[config.mk]
export PLATFORM = sky130hd
export DESIGN_NAME = data_space_decoder
export DESIGN_NICKNAME = d
export VERILOG_FILES = /design/src/data_space_pkg.sv /design/src/data_space_decoder.sv /design/src/return_stack.sv
export SDC_FILE = /design/constraint.sdc
export NUM_CORES = 1
export LEC_CHECK = 0
export BUFFER_PORTS_ARGS = -buffer_cell sky130_fd_sc_hd__buf_2
export CORE_AREA = 2 2 143 145
export CTS_CLUSTER_SIZE = 40
export DETAILED_ROUTE_END_ITERATION = 10
export DIE_AREA = 0 0 145 147
export GPL_ROUTABILITY_DRIVEN = 0
export SLEW_MARGIN = 20
export SYNTH_ARGS = -nofsm -noshare
export SYNTH_HDL_FRONTEND = slang
export SYNTH_SLANG_ARGS = --single-unit
[constraint.sdc]
create_clock -name mclk -period 4.3 [get_ports mclk]
set_input_delay 0.215 -clock mclk [delete_from_list [all_inputs] [get_ports mclk]]
set_output_delay 0.215 -clock mclk [all_outputs]
set_load 0.01 [all_outputs]
[src/data_space_pkg.sv]
// Shared constants and carrier types for the data-space decoder.
// Assumes an 8-bit data space and a 12-bit program memory on one core clock.
package data_space_pkg;

  // ==========================================================================
  // Widths
  localparam int DATA_W      = 8;
  localparam int PROG_W      = 12;
  localparam int WIN_OFS_W   = 6;
  localparam int WIN_BASE_W  = 6;
  localparam int STACK_DEPTH = 6;

  // ==========================================================================
  // Data-space map
  localparam logic [7:0] BANK_HI        = 8'h3f;
  localparam logic [7:0] WIN_LO         = 8'h40;
  localparam logic [7:0] WIN_HI         = 8'h7f;
  localparam logic [7:0] PTR_X_ADDR     = 8'h80;
  localparam logic [7:0] PTR_Y_ADDR     = 8'h81;
  localparam logic [7:0] SHORT_V_ADDR   = 8'h82;
  localparam logic [7:0] SHORT_W_ADDR   = 8'h83;
  localparam logic [7:0] RAM_LO         = 8'h84;
  localparam logic [7:0] RAM_HI         = 8'hbf;
  localparam logic [7:0] PORT_DATA_LO   = 8'hc0;
  localparam logic [7:0] PORT_DATA_HI   = 8'hc2;
  localparam logic [7:0] PORT_DIR_LO    = 8'hc4;
  localparam logic [7:0] PORT_DIR_HI    = 8'hc6;
  localparam logic [7:0] INT_OPTION     = 8'hc8;
  localparam logic [7:0] WIN_BASE_ADDR  = 8'hc9;
  localparam logic [7:0] PORT_OPT_LO    = 8'hcc;
  localparam logic [7:0] PORT_OPT_HI    = 8'hce;
  localparam logic [7:0] ADC_LO         = 8'hd0;
  localparam logic [7:0] ADC_HI         = 8'hd1;
  localparam logic [7:0] TIMER_LO       = 8'hd2;
  localparam logic [7:0] TIMER_HI       = 8'hd4;
  localparam logic [7:0] ART_A_LO       = 8'hd5;
  localparam logic [7:0] ART_A_HI       = 8'hd7;
  localparam logic [7:0] WATCHDOG_ADDR  = 8'hd8;
  localparam logic [7:0] ART_B_LO       = 8'hd9;
  localparam logic [7:0] ART_B_HI       = 8'hdb;
  localparam logic [7:0] BANK_SEL_ADDR  = 8'he8;
  localparam logic [7:0] EE_CTRL_ADDR   = 8'hea;
  localparam logic [7:0] ACCUM_ADDR     = 8'hff;

  // ==========================================================================
  // Bank select encodings, second-timer index offset and fixed answers
  localparam logic [7:0] BANK_RAM_VALUE = 8'h10;
  localparam logic [7:0] BANK_EE_VALUE  = 8'h01;
  localparam logic [7:0] ART_B_INDEX    = 8'h03;
  localparam logic [7:0] FIXED_READ     = 8'hff;

  typedef enum logic [4:0] {
    TGT_NONE      = 5'h00,
    TGT_BANK_RAM  = 5'h01,
    TGT_BANK_EE   = 5'h02,
    TGT_WINDOW    = 5'h03,
    TGT_POINTER   = 5'h04,
    TGT_SHORT     = 5'h05,
    TGT_RAM       = 5'h06,
    TGT_PORT_DATA = 5'h07,
    TGT_PORT_DIR  = 5'h08,
    TGT_INT_OPT   = 5'h09,
    TGT_WIN_BASE  = 5'h0a,
    TGT_TIMER     = 5'h0b,
    TGT_ARTIMER   = 5'h0c,
    TGT_BANK_SEL  = 5'h0d,
    TGT_OTHER     = 5'h0e,
    TGT_RESERVED  = 5'h0f
  } target_type;

  typedef enum logic [1:0] {
    EXT_IDLE = 2'b00,
    EXT_WAIT = 2'b01,
    EXT_BUSY = 2'b10
  } ext_state_type;

  typedef struct packed {
    logic             rd;
    logic             wr;
    logic             bitOp;
    logic [7:0]       addr;
    logic [DATA_W-1:0] data;
  } core_req_type;

  typedef struct packed {
    target_type        target;
    logic [5:0]        index;
    logic              rd;
    logic              wr;
    logic [DATA_W-1:0] data;
  } sel_type;

endpackage

[src/data_space_decoder.sv]
// Data-space decoder with read-only program-memory window, bank routing,
// external readout gate and return stack.
// Assumes one core clock, a program memory that returns data in the same cycle as
// its address, and peripherals that answer their own strobes.
`timescale 1ns/10ps
module data_space_decoder #(
  parameter logic [7:0] FIXED_VALUE = data_space_pkg::FIXED_READ
) (
  // Clock, reset, enable
  input  wire logic                                mclk,
  input  wire logic                                rst,
  input  wire logic                                ce,

  // Core data-space request
  input  wire data_space_pkg::core_req_type        coreReq,

  // Core answer for window, write-only and reserved reads
  output logic      [data_space_pkg::DATA_W-1:0]   coreRdData,
  output logic                                     coreRdValid,

  // Resource selection toward RAM, banks and peripherals
  output data_space_pkg::sel_type                  sel,

  // Program memory port
  input  wire logic [data_space_pkg::PROG_W-1:0]   fetchPc,
  output logic      [data_space_pkg::PROG_W-1:0]   progAddr,
  output logic                                     progIsFetch,
  input  wire logic [data_space_pkg::DATA_W-1:0]   progRdData,

  // External readout
  input  wire logic                                readoutProtect,
  input  wire logic                                extReq,
  input  wire logic [data_space_pkg::PROG_W-1:0]   extAddr,
  output logic      [data_space_pkg::DATA_W-1:0]   extData,
  output logic                                     extValid,
  output logic                                     extBlocked,

  // Return stack
  input  wire logic                                stackPush,
  input  wire logic                                stackPop,
  input  wire logic [data_space_pkg::PROG_W-1:0]   stackPushAddr,
  output logic      [data_space_pkg::PROG_W-1:0]   stackRetAddr,
  output logic                                     stackEmpty
);

  // ==========================================================================
  // State
  typedef struct packed {
    data_space_pkg::sel_type                sel;
    logic [data_space_pkg::WIN_BASE_W-1:0]  windowBase;
    logic [data_space_pkg::DATA_W-1:0]      bankSelect;
    // Program port, answers
    logic [data_space_pkg::PROG_W-1:0]      progAddr;
    logic                                   progIsFetch;
    logic                                   winStage;
    logic                                   fixStage;
    logic [data_space_pkg::DATA_W-1:0]      rdData;
    logic                                   rdValid;
    // Readout
    data_space_pkg::ext_state_type          extState;
    logic [data_space_pkg::PROG_W-1:0]      extAddr;
    logic [data_space_pkg::DATA_W-1:0]      extData;
    logic                                   extValid;
    logic                                   extBlocked;
  } dec_state_type;

  localparam dec_state_type STATE_RESET = '{
    sel:         '{target: data_space_pkg::TGT_NONE, index: '0, rd: 1'b0, wr: 1'b0, data: '0},
    windowBase:  '0,
    bankSelect:  '0,
    progAddr:    '0,
    progIsFetch: 1'b0,
    winStage:    1'b0,
    fixStage:    1'b0,
    rdData:      '0,
    rdValid:     1'b0,
    extState:    data_space_pkg::EXT_IDLE,
    extAddr:     '0,
    extData:     '0,
    extValid:    1'b0,
    extBlocked:  1'b0
  };

  dec_state_type state_q;
  dec_state_type state_d;

  // ==========================================================================
  // Decode helpers
  function automatic logic in_range(input logic [7:0] a, input logic [7:0] lo, input logic [7:0] hi);
    in_range = (a >= lo) && (a <= hi);
  endfunction

  // First match wins
  function automatic data_space_pkg::target_type decode_target(input logic [7:0] a,
                                                               input logic [7:0] bank);
    data_space_pkg::target_type t;
    t = data_space_pkg::TGT_RESERVED;

    if (a <= data_space_pkg::BANK_HI) begin
      // Anything but a single legal bank bit leaves the region unmapped
      if (bank == data_space_pkg::BANK_RAM_VALUE) begin
        t = data_space_pkg::TGT_BANK_RAM;
      end else if (bank == data_space_pkg::BANK_EE_VALUE) begin
        t = data_space_pkg::TGT_BANK_EE;
      end else begin
        t = data_space_pkg::TGT_RESERVED;
      end
    end else if (in_range(a, data_space_pkg::WIN_LO, data_space_pkg::WIN_HI)) begin
      t = data_space_pkg::TGT_WINDOW;
    end else if (in_range(a, data_space_pkg::PTR_X_ADDR, data_space_pkg::PTR_Y_ADDR)) begin
      t = data_space_pkg::TGT_POINTER;
    end else if (in_range(a, data_space_pkg::SHORT_V_ADDR, data_space_pkg::SHORT_W_ADDR)) begin
      t = data_space_pkg::TGT_SHORT;
    end else if (in_range(a, data_space_pkg::RAM_LO, data_space_pkg::RAM_HI)) begin
      t = data_space_pkg::TGT_RAM;
    end else if (in_range(a, data_space_pkg::PORT_DATA_LO, data_space_pkg::PORT_DATA_HI)) begin
      t = data_space_pkg::TGT_PORT_DATA;
    end else if (in_range(a, data_space_pkg::PORT_DIR_LO, data_space_pkg::PORT_DIR_HI)) begin
      t = data_space_pkg::TGT_PORT_DIR;
    end else if (a == data_space_pkg::INT_OPTION) begin
      t = data_space_pkg::TGT_INT_OPT;
    end else if (a == data_space_pkg::WIN_BASE_ADDR) begin
      t = data_space_pkg::TGT_WIN_BASE;
    end else if (in_range(a, data_space_pkg::TIMER_LO, data_space_pkg::TIMER_HI)) begin
      t = data_space_pkg::TGT_TIMER;
    end else if (in_range(a, data_space_pkg::ART_A_LO, data_space_pkg::ART_A_HI) ||
                 in_range(a, data_space_pkg::ART_B_LO, data_space_pkg::ART_B_HI)) begin
      t = data_space_pkg::TGT_ARTIMER;
    end else if (a == data_space_pkg::BANK_SEL_ADDR) begin
      t = data_space_pkg::TGT_BANK_SEL;
    end else if (in_range(a, data_space_pkg::PORT_OPT_LO, data_space_pkg::PORT_OPT_HI) ||
                 in_range(a, data_space_pkg::ADC_LO, data_space_pkg::ADC_HI) ||
                 a == data_space_pkg::WATCHDOG_ADDR || a == data_space_pkg::EE_CTRL_ADDR ||
                 a == data_space_pkg::ACCUM_ADDR) begin
      t = data_space_pkg::TGT_OTHER;
    end

    decode_target = t;
  endfunction

  // Register index within its group, so each peripheral sees 0, 1, 2 ...; TGT_OTHER gets the raw a[5:0]
  function automatic logic [5:0] decode_index(input logic [7:0] a, input data_space_pkg::target_type t);
    logic [7:0] r;
    r = 8'h00;

    case (t)
      data_space_pkg::TGT_BANK_RAM,
      data_space_pkg::TGT_BANK_EE,
      data_space_pkg::TGT_WINDOW:    r = {2'b00, a[5:0]};
      data_space_pkg::TGT_POINTER:   r = a - data_space_pkg::PTR_X_ADDR;
      data_space_pkg::TGT_SHORT:     r = a - data_space_pkg::SHORT_V_ADDR;
      data_space_pkg::TGT_RAM:       r = a - data_space_pkg::RAM_LO;
      data_space_pkg::TGT_PORT_DATA: r = a - data_space_pkg::PORT_DATA_LO;
      data_space_pkg::TGT_PORT_DIR:  r = a - data_space_pkg::PORT_DIR_LO;
      data_space_pkg::TGT_TIMER:     r = a - data_space_pkg::TIMER_LO;
      data_space_pkg::TGT_ARTIMER: begin
        if (a >= data_space_pkg::ART_B_LO) begin
          r = a - data_space_pkg::ART_B_LO + data_space_pkg::ART_B_INDEX;
        end else begin
          r = a - data_space_pkg::ART_A_LO;
        end
      end
      data_space_pkg::TGT_OTHER:     r = a;
      default:                       r = 8'h00;
    endcase

    decode_index = r[5:0];
  endfunction

  // ==========================================================================
  // Next state
  data_space_pkg::target_type tgt;
  logic                       access;
  logic                       winRead;
  logic                       handledHere;

  always_comb begin
    state_d             = state_q;

    // Decode of the standing request
    tgt                 = decode_target(coreReq.addr, state_q.bankSelect);
    access              = coreReq.rd | coreReq.wr;
    winRead             = coreReq.rd && (tgt == data_space_pkg::TGT_WINDOW);
    // Answered here, not by a peripheral
    handledHere         = (tgt == data_space_pkg::TGT_WINDOW) ||
                          (tgt == data_space_pkg::TGT_WIN_BASE) ||
                          (tgt == data_space_pkg::TGT_BANK_SEL) ||
                          (tgt == data_space_pkg::TGT_RESERVED);

    // One-cycle pulses unless set below
    state_d.sel.rd      = 1'b0;
    state_d.sel.wr      = 1'b0;
    state_d.rdValid     = 1'b0;
    state_d.extValid    = 1'b0;
    state_d.winStage    = 1'b0;
    state_d.fixStage    = 1'b0;

    // Answers for requests taken one cycle ago
    if (state_q.winStage) begin
      state_d.rdData  = progRdData;
      state_d.rdValid = 1'b1;
    end else if (state_q.fixStage) begin
      state_d.rdData  = FIXED_VALUE;
      state_d.rdValid = 1'b1;
    end

    // Resource strobes; locally handled targets never strobe outside
    if (access) begin
      state_d.sel.target = tgt;
      state_d.sel.index  = decode_index(coreReq.addr, tgt);
      state_d.sel.data   = coreReq.data;
      state_d.sel.rd     = coreReq.rd && !handledHere;
      state_d.sel.wr     = coreReq.wr && !handledHere;
    end

    // Write-only registers: whole-byte writes only, bit operations dropped
    if (coreReq.wr && !coreReq.bitOp) begin
      if (tgt == data_space_pkg::TGT_WIN_BASE) begin
        state_d.windowBase = coreReq.data[data_space_pkg::WIN_BASE_W-1:0];
      end else if (tgt == data_space_pkg::TGT_BANK_SEL) begin
        state_d.bankSelect = coreReq.data;
      end
    end

    // Reads with nothing behind them get the fixed byte
    if (coreReq.rd && (tgt == data_space_pkg::TGT_WIN_BASE || tgt == data_space_pkg::TGT_BANK_SEL ||
                       tgt == data_space_pkg::TGT_RESERVED)) begin
      state_d.fixStage = 1'b1;
    end

    // Program memory port: window beats external readout beats fetch.
    // A window read steals that fetch slot; progIsFetch tells the core.
    state_d.progAddr    = fetchPc;
    state_d.progIsFetch = 1'b1;
    // Base bits 7:6 were dropped at the write
    if (winRead) begin
      state_d.progAddr    = {state_q.windowBase, coreReq.addr[data_space_pkg::WIN_OFS_W-1:0]};
      state_d.progIsFetch = 1'b0;
      state_d.winStage    = 1'b1;
    end

    // Readout sequencer
    case (state_q.extState)
      data_space_pkg::EXT_IDLE: begin
        // Protected: port never used
        if (extReq) begin
          if (readoutProtect) begin
            state_d.extData    = FIXED_VALUE;
            state_d.extValid   = 1'b1;
            state_d.extBlocked = 1'b1;
          end else begin
            state_d.extAddr    = extAddr;
            state_d.extBlocked = 1'b0;
            state_d.extState   = data_space_pkg::EXT_WAIT;
          end
        end
      end

      data_space_pkg::EXT_WAIT: begin
        if (!winRead) begin
          state_d.progAddr    = state_q.extAddr;
          state_d.progIsFetch = 1'b0;
          state_d.extState    = data_space_pkg::EXT_BUSY;
        end
      end

      data_space_pkg::EXT_BUSY: begin
        state_d.extData  = progRdData;
        state_d.extValid = 1'b1;
        state_d.extState = data_space_pkg::EXT_IDLE;
      end

      default: begin
        state_d.extState = data_space_pkg::EXT_IDLE;
      end
    endcase
  end

  // ==========================================================================
  // Registers
  // Base and bank registers keep their value through reset
  // so software writes them before first use
  always_ff @(posedge mclk) begin
    if (rst) begin
      state_q            <= STATE_RESET;
      state_q.windowBase <= state_q.windowBase;
      state_q.bankSelect <= state_q.bankSelect;
    end else if (ce) begin
      state_q <= state_d;
    end
  end

  // ==========================================================================
  // Return stack
  return_stack #(
    .DEPTH (data_space_pkg::STACK_DEPTH),
    .WIDTH (data_space_pkg::PROG_W)
  ) u_return_stack (
    .mclk     (mclk),
    .rst      (rst),
    .ce       (ce),
    .push     (stackPush),
    .pop      (stackPop),
    .pushAddr (stackPushAddr),
    .retAddr  (stackRetAddr),
    .empty    (stackEmpty)
  );

  // ==========================================================================
  // Outputs
  // All straight from state
  assign coreRdData  = state_q.rdData;
  assign coreRdValid = state_q.rdValid;

  assign sel         = state_q.sel;

  assign progAddr    = state_q.progAddr;
  assign progIsFetch = state_q.progIsFetch;

  assign extData     = state_q.extData;
  assign extValid    = state_q.extValid;
  assign extBlocked  = state_q.extBlocked;

endmodule

[src/return_stack.sv]
// Six-level return-address stack of program-counter width.
// Assumes the core never pushes and pops in the same cycle; push wins if it does.
`timescale 1ns/10ps
module return_stack #(
  parameter int DEPTH = data_space_pkg::STACK_DEPTH,
  parameter int WIDTH = data_space_pkg::PROG_W
) (
  // Clock and control
  input  wire logic             mclk,
  input  wire logic             rst,
  input  wire logic             ce,
  // Core side
  input  wire logic             push,
  input  wire logic             pop,
  input  wire logic [WIDTH-1:0] pushAddr,
  output logic      [WIDTH-1:0] retAddr,
  output logic                  empty
);

  localparam int IDX_W = $clog2(DEPTH + 1);

  typedef struct packed {
    logic [DEPTH-1:0][WIDTH-1:0] entry;
    logic [IDX_W-1:0]            wrIdx;
    logic [IDX_W-1:0]            count;
    logic [WIDTH-1:0]            retAddr;
    logic                        empty;
  } stack_state_type;

  stack_state_type state_q;
  stack_state_type state_d;

  function automatic logic [IDX_W-1:0] next_idx(input logic [IDX_W-1:0] i);
    next_idx = (i == IDX_W'(DEPTH - 1)) ? '0 : i + 1'b1;
  endfunction

  function automatic logic [IDX_W-1:0] prev_idx(input logic [IDX_W-1:0] i);
    prev_idx = (i == '0) ? IDX_W'(DEPTH - 1) : i - 1'b1;
  endfunction

  // ==========================================================================
  // Next state
  // Past six levels the oldest entry is overwritten, as a ring
  always_comb begin
    state_d = state_q;
    if (push) begin
      state_d.entry[state_q.wrIdx] = pushAddr;
      state_d.wrIdx                = next_idx(state_q.wrIdx);
      if (state_q.count != IDX_W'(DEPTH)) begin
        state_d.count = state_q.count + 1'b1;
      end
    end else if (pop && state_q.count != '0) begin
      state_d.wrIdx   = prev_idx(state_q.wrIdx);
      state_d.count   = state_q.count - 1'b1;
      state_d.retAddr = state_q.entry[prev_idx(state_q.wrIdx)];
    end
    state_d.empty = (state_d.count == '0);
  end

  always_ff @(posedge mclk) begin
    if (rst) begin
      state_q.wrIdx   <= '0;
      state_q.count   <= '0;
      state_q.retAddr <= '0;
      state_q.entry   <= '0;
      state_q.empty   <= 1'b1;
    end else if (ce) begin
      state_q <= state_d;
    end
  end

  assign retAddr = state_q.retAddr;
  assign empty   = state_q.empty;

endmodule

## Yosys cells after proc, flatten, opt, wreduce, memory -nomap -nowiden

Cells that the tools add are included.

| word-level totals | value |
|---|---|
| register bits after elaboration | 174 |
| bits of input ports | 70 |
| output and inout bits | 66 |
| word-level logic and storage cells | 192 |

| cells by class | value |
|---|---|
| add/subtract/negate cells | 13 |
| $lt $le $gt $ge | 26 |
| equality and inequality tests | 30 |
| muxes and demuxes | 41 |
| bitwise gates (word level) | 5 |
| reduce and logical (&&, ||, !) cells | 49 |

Operators by type and width:

| kind | count |
|---|---|
| 8-bit >= comparator, second input constant | 10 |
| 8-bit <= comparator, second input constant | 10 |
| 72-bit bitwise mux | 1 |
| 6-bit case mux with 9 select lines | 1 |
| 8-bit equality test, second input constant | 6 |
| 12-bit binary-select mux with 3-bit select | 1 |
| 12-bit demux with 3-bit select | 1 |
| 5-bit by 4-bit equality test with 1-bit output, second input constant | 7 |
| 4-bit two-way mux | 8 |
| 14-bit two-way mux | 2 |
| 9-bit two-way mux | 3 |
| 13-bit two-way mux | 2 |
| 12-bit two-way mux | 2 |
| 24-bit two-way mux | 1 |
| 3-bit two-way mux | 7 |
| 5-bit by 3-bit equality test with 1-bit output, second input constant | 4 |
| 1-bit logical AND | 18 |
| 18-bit two-way mux | 1 |
| 9-bit case mux with 2 select lines | 1 |
| 6-bit by 5-bit subtractor with 6-bit output, second input constant | 3 |
| 4-bit AND reduction | 4 |
| 6-bit two-way mux | 2 |
| 6-bit by 1-bit subtractor with 6-bit output, second input constant | 2 |
| 6-bit by 3-bit subtractor with 6-bit output, second input constant | 2 |
| other kinds (34) | 65 |

## Longest topological paths before layout

| depth | value |
|---|---|
| depth after elaboration | 26 |
| depth in mapped cells | 12 |
| mapped depth without buffers | 10 |

## Modules after synthesis

Synthesis repeated with hierarchy kept, for this count alone.

| unflattened totals | value |
|---|---|
| cells, all modules | 990 |
| area total of the unflattened synthesis | 9066.2 µm² |

Modules (own cells, without submodules):

| module | instances | cells an instance | area each (µm²) | sequential area each (µm²) |
|---|---|---|---|---|
| data_space_decoder | 1 | 540 | 4636.9 | 1781.7 |
| return_stack | 1 | 450 | 4429.2 | 1821.7 |

## Least setup slack after synthesis

No wires, ideal clock.

| path | value |
|---|---|
| path kind | input to register |
| start point | in coreReq[9] (netlist bit) |
| end point | reg state_q[48] (netlist bit) (enable) |
| setup time | 0.398 ns |
| arrival time | 2.895 ns |
| required time | 3.902 ns |
| path slack | 1.007 ns |
| cell stages on the path | 9 |
| path buffers | 1 |
| cells stage by stage | clkbuf_1 > inv_1 > ha_1 > nand2b_1 > and3_1 > o31ai_4 > o21ai_0 > o21ai_2 > nor4b_1 |

| between the ends | value |
|---|---|
| word-level cells in the longest chain between the ends | 22 |
| elaborated cells on any way between the ends | 62 |
| classes of those cells | 23 x order compare; 8 x eq/ne; 13 x mux; 1 x bitwise; 17 x reduce/logical |

RTL lines:

| element | RTL line | source |
|---|---|---|
| from (decl) | data_space_decoder.sv:15 | `input wire data_space_pkg::core_req_type coreReq,` |
| 8-bit >= comparator or 8-bit <= comparator (tied branches) | data_space_decoder.sv:90 | `in_range = (a >= lo) && (a <= hi);` |
| 1-bit logical AND | data_space_decoder.sv:90 |  |
| 1-bit logical OR | data_space_decoder.sv:131 | `end else if (in_range(a, data_space_pkg::PORT_OPT_LO, data_space_pkg::PORT_OPT_HI) \|\|` |
| 1-bit logical OR | data_space_decoder.sv:132 | `in_range(a, data_space_pkg::ADC_LO, data_space_pkg::ADC_HI) \|\|` |
| 1-bit logical OR (2 in a row) | data_space_decoder.sv:133 | `a == data_space_pkg::WATCHDOG_ADDR \|\| a == data_space_pkg::EE_CTRL_ADDR \|\|` |
| 1-bit two-way mux | data_space_decoder.sv:131 |  |
| 2-bit two-way mux | data_space_decoder.sv:129 | `end else if (a == data_space_pkg::BANK_SEL_ADDR) begin` |
| 2-bit two-way mux | data_space_decoder.sv:126 | `end else if (in_range(a, data_space_pkg::ART_A_LO, data_space_pkg::ART_A_HI) \|\|` |
| [... 5 more ...] | - |  |
| 4-bit two-way mux | data_space_decoder.sv:114 | `end else if (in_range(a, data_space_pkg::RAM_LO, data_space_pkg::RAM_HI)) begin` |
| 4-bit two-way mux | data_space_decoder.sv:112 | `end else if (in_range(a, data_space_pkg::SHORT_V_ADDR, data_space_pkg::SHORT_W_ADDR)) begin` |
| 4-bit two-way mux | data_space_decoder.sv:110 | `end else if (in_range(a, data_space_pkg::PTR_X_ADDR, data_space_pkg::PTR_Y_ADDR)) begin` |
| 4-bit two-way mux | data_space_decoder.sv:108 | `end else if (in_range(a, data_space_pkg::WIN_LO, data_space_pkg::WIN_HI)) begin` |
| 4-bit two-way mux * | data_space_decoder.sv:99 | `if (a <= data_space_pkg::BANK_HI) begin` |
| 5-bit by 4-bit equality test with 1-bit output | data_space_decoder.sv:218 | `if (tgt == data_space_pkg::TGT_WIN_BASE) begin` |
| 1-bit NOT (no line) | - |  |
| 5-bit AND reduction (no line) * | - |  |
| to (signal assigned) | data_space_decoder.sv:289 | `state_q <= state_d;` |
| to (decl) | data_space_decoder.sv:84 | `dec_state_type state_q;` |

Mark *: on every way between the ends. The rest lies on a longest branch, timed or not.
A chain may end at the register's enable or synchronous reset.

## Worst setup path in the final report

| path | value |
|---|---|
| start point | in coreReq[9] (netlist bit) |
| end point | reg state_q[51] (netlist bit) (enable) |

The elaborated chain is that of the path after synthesis.

==> results.tsv <==
metric	value	unit
GR met1 Demand/Resource	0.279	
Remaining DRCs	0	
Worst-path clk slew	0.08	ns
most area-hungry cell type in the Yosys netlist	dfxtp_1	
Worst Reg-to-Reg Cells	7	
site row count	52	
Die ar.	21300	sq um
Post-synth EDFFs	14	
final hold violations	0	
die height	147	microns
vias per cell	5.27	
global routing usage summed across all routing layers	0.203	
vias in the first global route	6457	
Netlist cell types	72	
asr flop ratio synth	0	
DR WL/cell	16.6	microns
Hold Buf Count CTS	8	
Crit Reg-Reg Endpoint	u_return_stack.retAddr[5]$_SDFFE_PP0P_	
status	finished, final reports clean	
Pwr Density	379	nW/um^2
fmax	332	MHz
Leak	0.00407	uW
layout cell share with drive strength beyond 1	0.216	
Final period util	0.700	
Setup CP Type	input port to flop	
setup skew after layout	0.0145	ns
DRT Wirelength	21.8	mm
Synth top area share	0.362	
initial antenna violation count	0	
max cap viols	0	
Worst setup EP type	flop	
postcts setup bufs	0	
Tmin final	3.01	ns
r2r setup slk	1.40	ns
Critical path origin	coreReq[9]	
final core utilization	0.497	
HPWL Detailed	14.6	mm
CTS buffer count	17	
Final Power	3740	uW
peak supply drop	0.341	mV
Min Hold Slack	0.0184	ns
Worst slew margin	0.319	
DRT Pass-1 Iters	4	
Syn Nets	1073	
Syn Std Cell Area	8780	sq um
met3 Use GR	0.0391	
global-route wire length before repair	34.7	mm
actual slew at the worst max-slew pin	1.02	ns
initial drt markers	373	
Slew Viols, Final	0	
GRT busiest layer	met2	
CTS root buffer	clkbuf_16	
hold path endpoint	state_q[12]$_SDFFE_PP0P_	
H-tree depth	4	
total congestion overflow	0	
Clock Path Buffers	2	
CTS resizes	0	
P&R area growth vs syn	12.4	%
met2 usage	0.328	
clk_lat worst skew	0.43	ns
ant diodes	0	
vias	6923	
sequential fraction of the synthesis area	0.410	
Synth warnings	0	
TNS Setup	0	ns
Die X	145	microns
CTS tree	done	
initial core utilization	0.442	
CP Data Required Time	4.36	ns
largest net degree at the start of global routing	80	
core box area	19800	sq um
Buffers on Ports	134	
syn_area_per_cell	8.91	sq um
type of origin of the critical path	input port	
hold_sp	extAddr[2]	
HP Class	input port to flop	
setup violators final	0	
# nets final	1119	
reg2reg start	u_return_stack.state_q[16]$_SDFFE_PP0P_	
IO Pins	136	
Clock Sinks	173	
ys flop type	dfxtp_1	
CP max FO	17	
synth top area cells	dfxtp_1 36%, mux2i_1 12%, nor2_1 5.5%	
hold depth	3	
Arrival @ worst endpoint	3.07	ns
Post-DRT Antenna Nets	0	
Cells after Synth	985	
RSZ-0062 raised after global routing	no	
#FFs+latches synth	173	
==> worst max-delay path by stage <==
| stage | end |
|---|---|
| 2_1_floorplan | state_q[48]$_DFFE_PP_ |
| 3_3_place_gp | state_q[51]$_DFFE_PP_ |
| 3_5_place_dp | state_q[51]$_DFFE_PP_ |
| 4_1_cts | state_q[51]$_DFFE_PP_ |
| 5_1_grt | state_q[50]$_DFFE_PP_ |
| 6_report | state_q[51]$_DFFE_PP_ |
==> where the power goes <==
part / internal (uW) / switching (uW)
Sequential: 1680 / 34.1
Clock: 797 / 772
Combinational: 178 / 278
==> worst max-delay path, stage by stage <==
cell	delay, ns
buf_2	0.21
inv_1	0.18
ha_1	0.39
nand2b_1	0.15
and3_1	0.23
o31ai_4	0.31
o21ai_0	0.22
o21ai_2	0.38
nor4b_2	0.76
==> routing by layer <==
metal	routed length, microns	share of wire
met1	10500	0.48
met2	10100	0.46
met3	932	0.043
met4	240	0.011
met5	0	0
==> final cells by class <==
| cell class | count | area, sq um |
|---|---|---|
| Clock buffer | 17 | 425 |
| Clock inverter | 15 | 185 |
| Fill cell | 1896 | 9980 |
| Inverter | 15 | 56.3 |
| Multi-Input combinational cell | 671 | 4420 |
| Sequential cell | 173 | 3600 |
| Tap cell | 270 | 338 |
| Timing Repair Buffer | 153 | 840 |
==> layout by cell type, fill, tap and decap left out, types with 3 or more instances in the layout <==
| cell type | Yosys | routed |
|---|---|---|
| dfxtp_1 | 159 | 159 |
| buf_2 | 1 | 133 |
| nor2_1 | 129 | 128 |
| nand2_1 | 109 | 109 |
| mux2i_1 | 103 | 103 |
| a21oi_1 | 77 | 77 |
| o21ai_0 | 36 | 36 |
| nor3_1 | 35 | 32 |
| a211oi_1 | 18 | 18 |
| ha_1 | 18 | 18 |
| clkbuf_16 | 0 | 17 |
| inv_1 | 15 | 15 |
| edfxtp_1 | 14 | 14 |
| nand2b_1 | 12 | 12 |
| mux4_2 | 12 | 12 |
| buf_4 | 63 | 11 |
| nand3_1 | 10 | 10 |
| o221a_2 | 8 | 8 |
| dlygate4sd3_1 | 0 | 8 |
| o211ai_1 | 7 | 7 |
| inv_8 | 0 | 7 |
| a31oi_1 | 6 | 6 |
| nor2b_1 | 6 | 5 |
| a221oi_1 | 5 | 5 |
| nand4_1 | 4 | 4 |
| or2_2 | 4 | 4 |
| xnor2_1 | 4 | 4 |
| nor3b_1 | 5 | 4 |
| o31ai_1 | 4 | 4 |
| clkinv_8 | 0 | 4 |
| a21o_1 | 3 | 3 |
| o21a_1 | 3 | 3 |
| o21ai_2 | 2 | 3 |
| a22oi_1 | 3 | 3 |
| nor3_2 | 0 | 3 |
==> per-stage QoR <==
stage | instances | setup slack [ns] | area, sq um
3_3_place_gp | 1273 | 0.885 | 9150
3_5_place_dp | 1273 | 0.831 | 9150
6_report | 1314 | 1.29 | 9870
4_1_cts | 1313 | 1.28 | 9840
5_1_grt | 1314 | 0.914 | 9870
2_1_floorplan | 985 | 1.01 | 8780
==> registers in the layout (all words and copies together) (netlist names) <==
register / flops
coreRdData: 8
coreRdValid: 1
extBlocked: 1
extData: 8
extValid: 1
progAddr: 12
progIsFetch: 1
sel: 20
state_q: 30
u_return_stack.empty: 1
u_return_stack.retAddr: 12
u_return_stack.state_q: 78
==> cells in the mapped netlist (7+ instances only) <==
cell type / count
dfxtp_1: 159
nor2_1: 129
nand2_1: 109
mux2i_1: 103
a21oi_1: 77
buf_4: 63
clkbuf_1: 47
o21ai_0: 36
nor3_1: 35
a211oi_1: 18
ha_1: 18
inv_1: 15
edfxtp_1: 14
mux4_2: 12
nand2b_1: 12
buf_1: 10
nand3_1: 10
o221a_2: 8
o211ai_1: 7
==> logic make-up after synthesis <==
logic type	synth area share
DFF	0.410
other	0.000427
buffers and inverters	0.0918
adders and majority gates	0.0256
xor gates and xnor gates	0.00499
muxes	0.150
and+or+nand+nor	0.168
AOI/OAI and AO/OA	0.148
No activity file was read; power rests on OpenSTA's default activity.
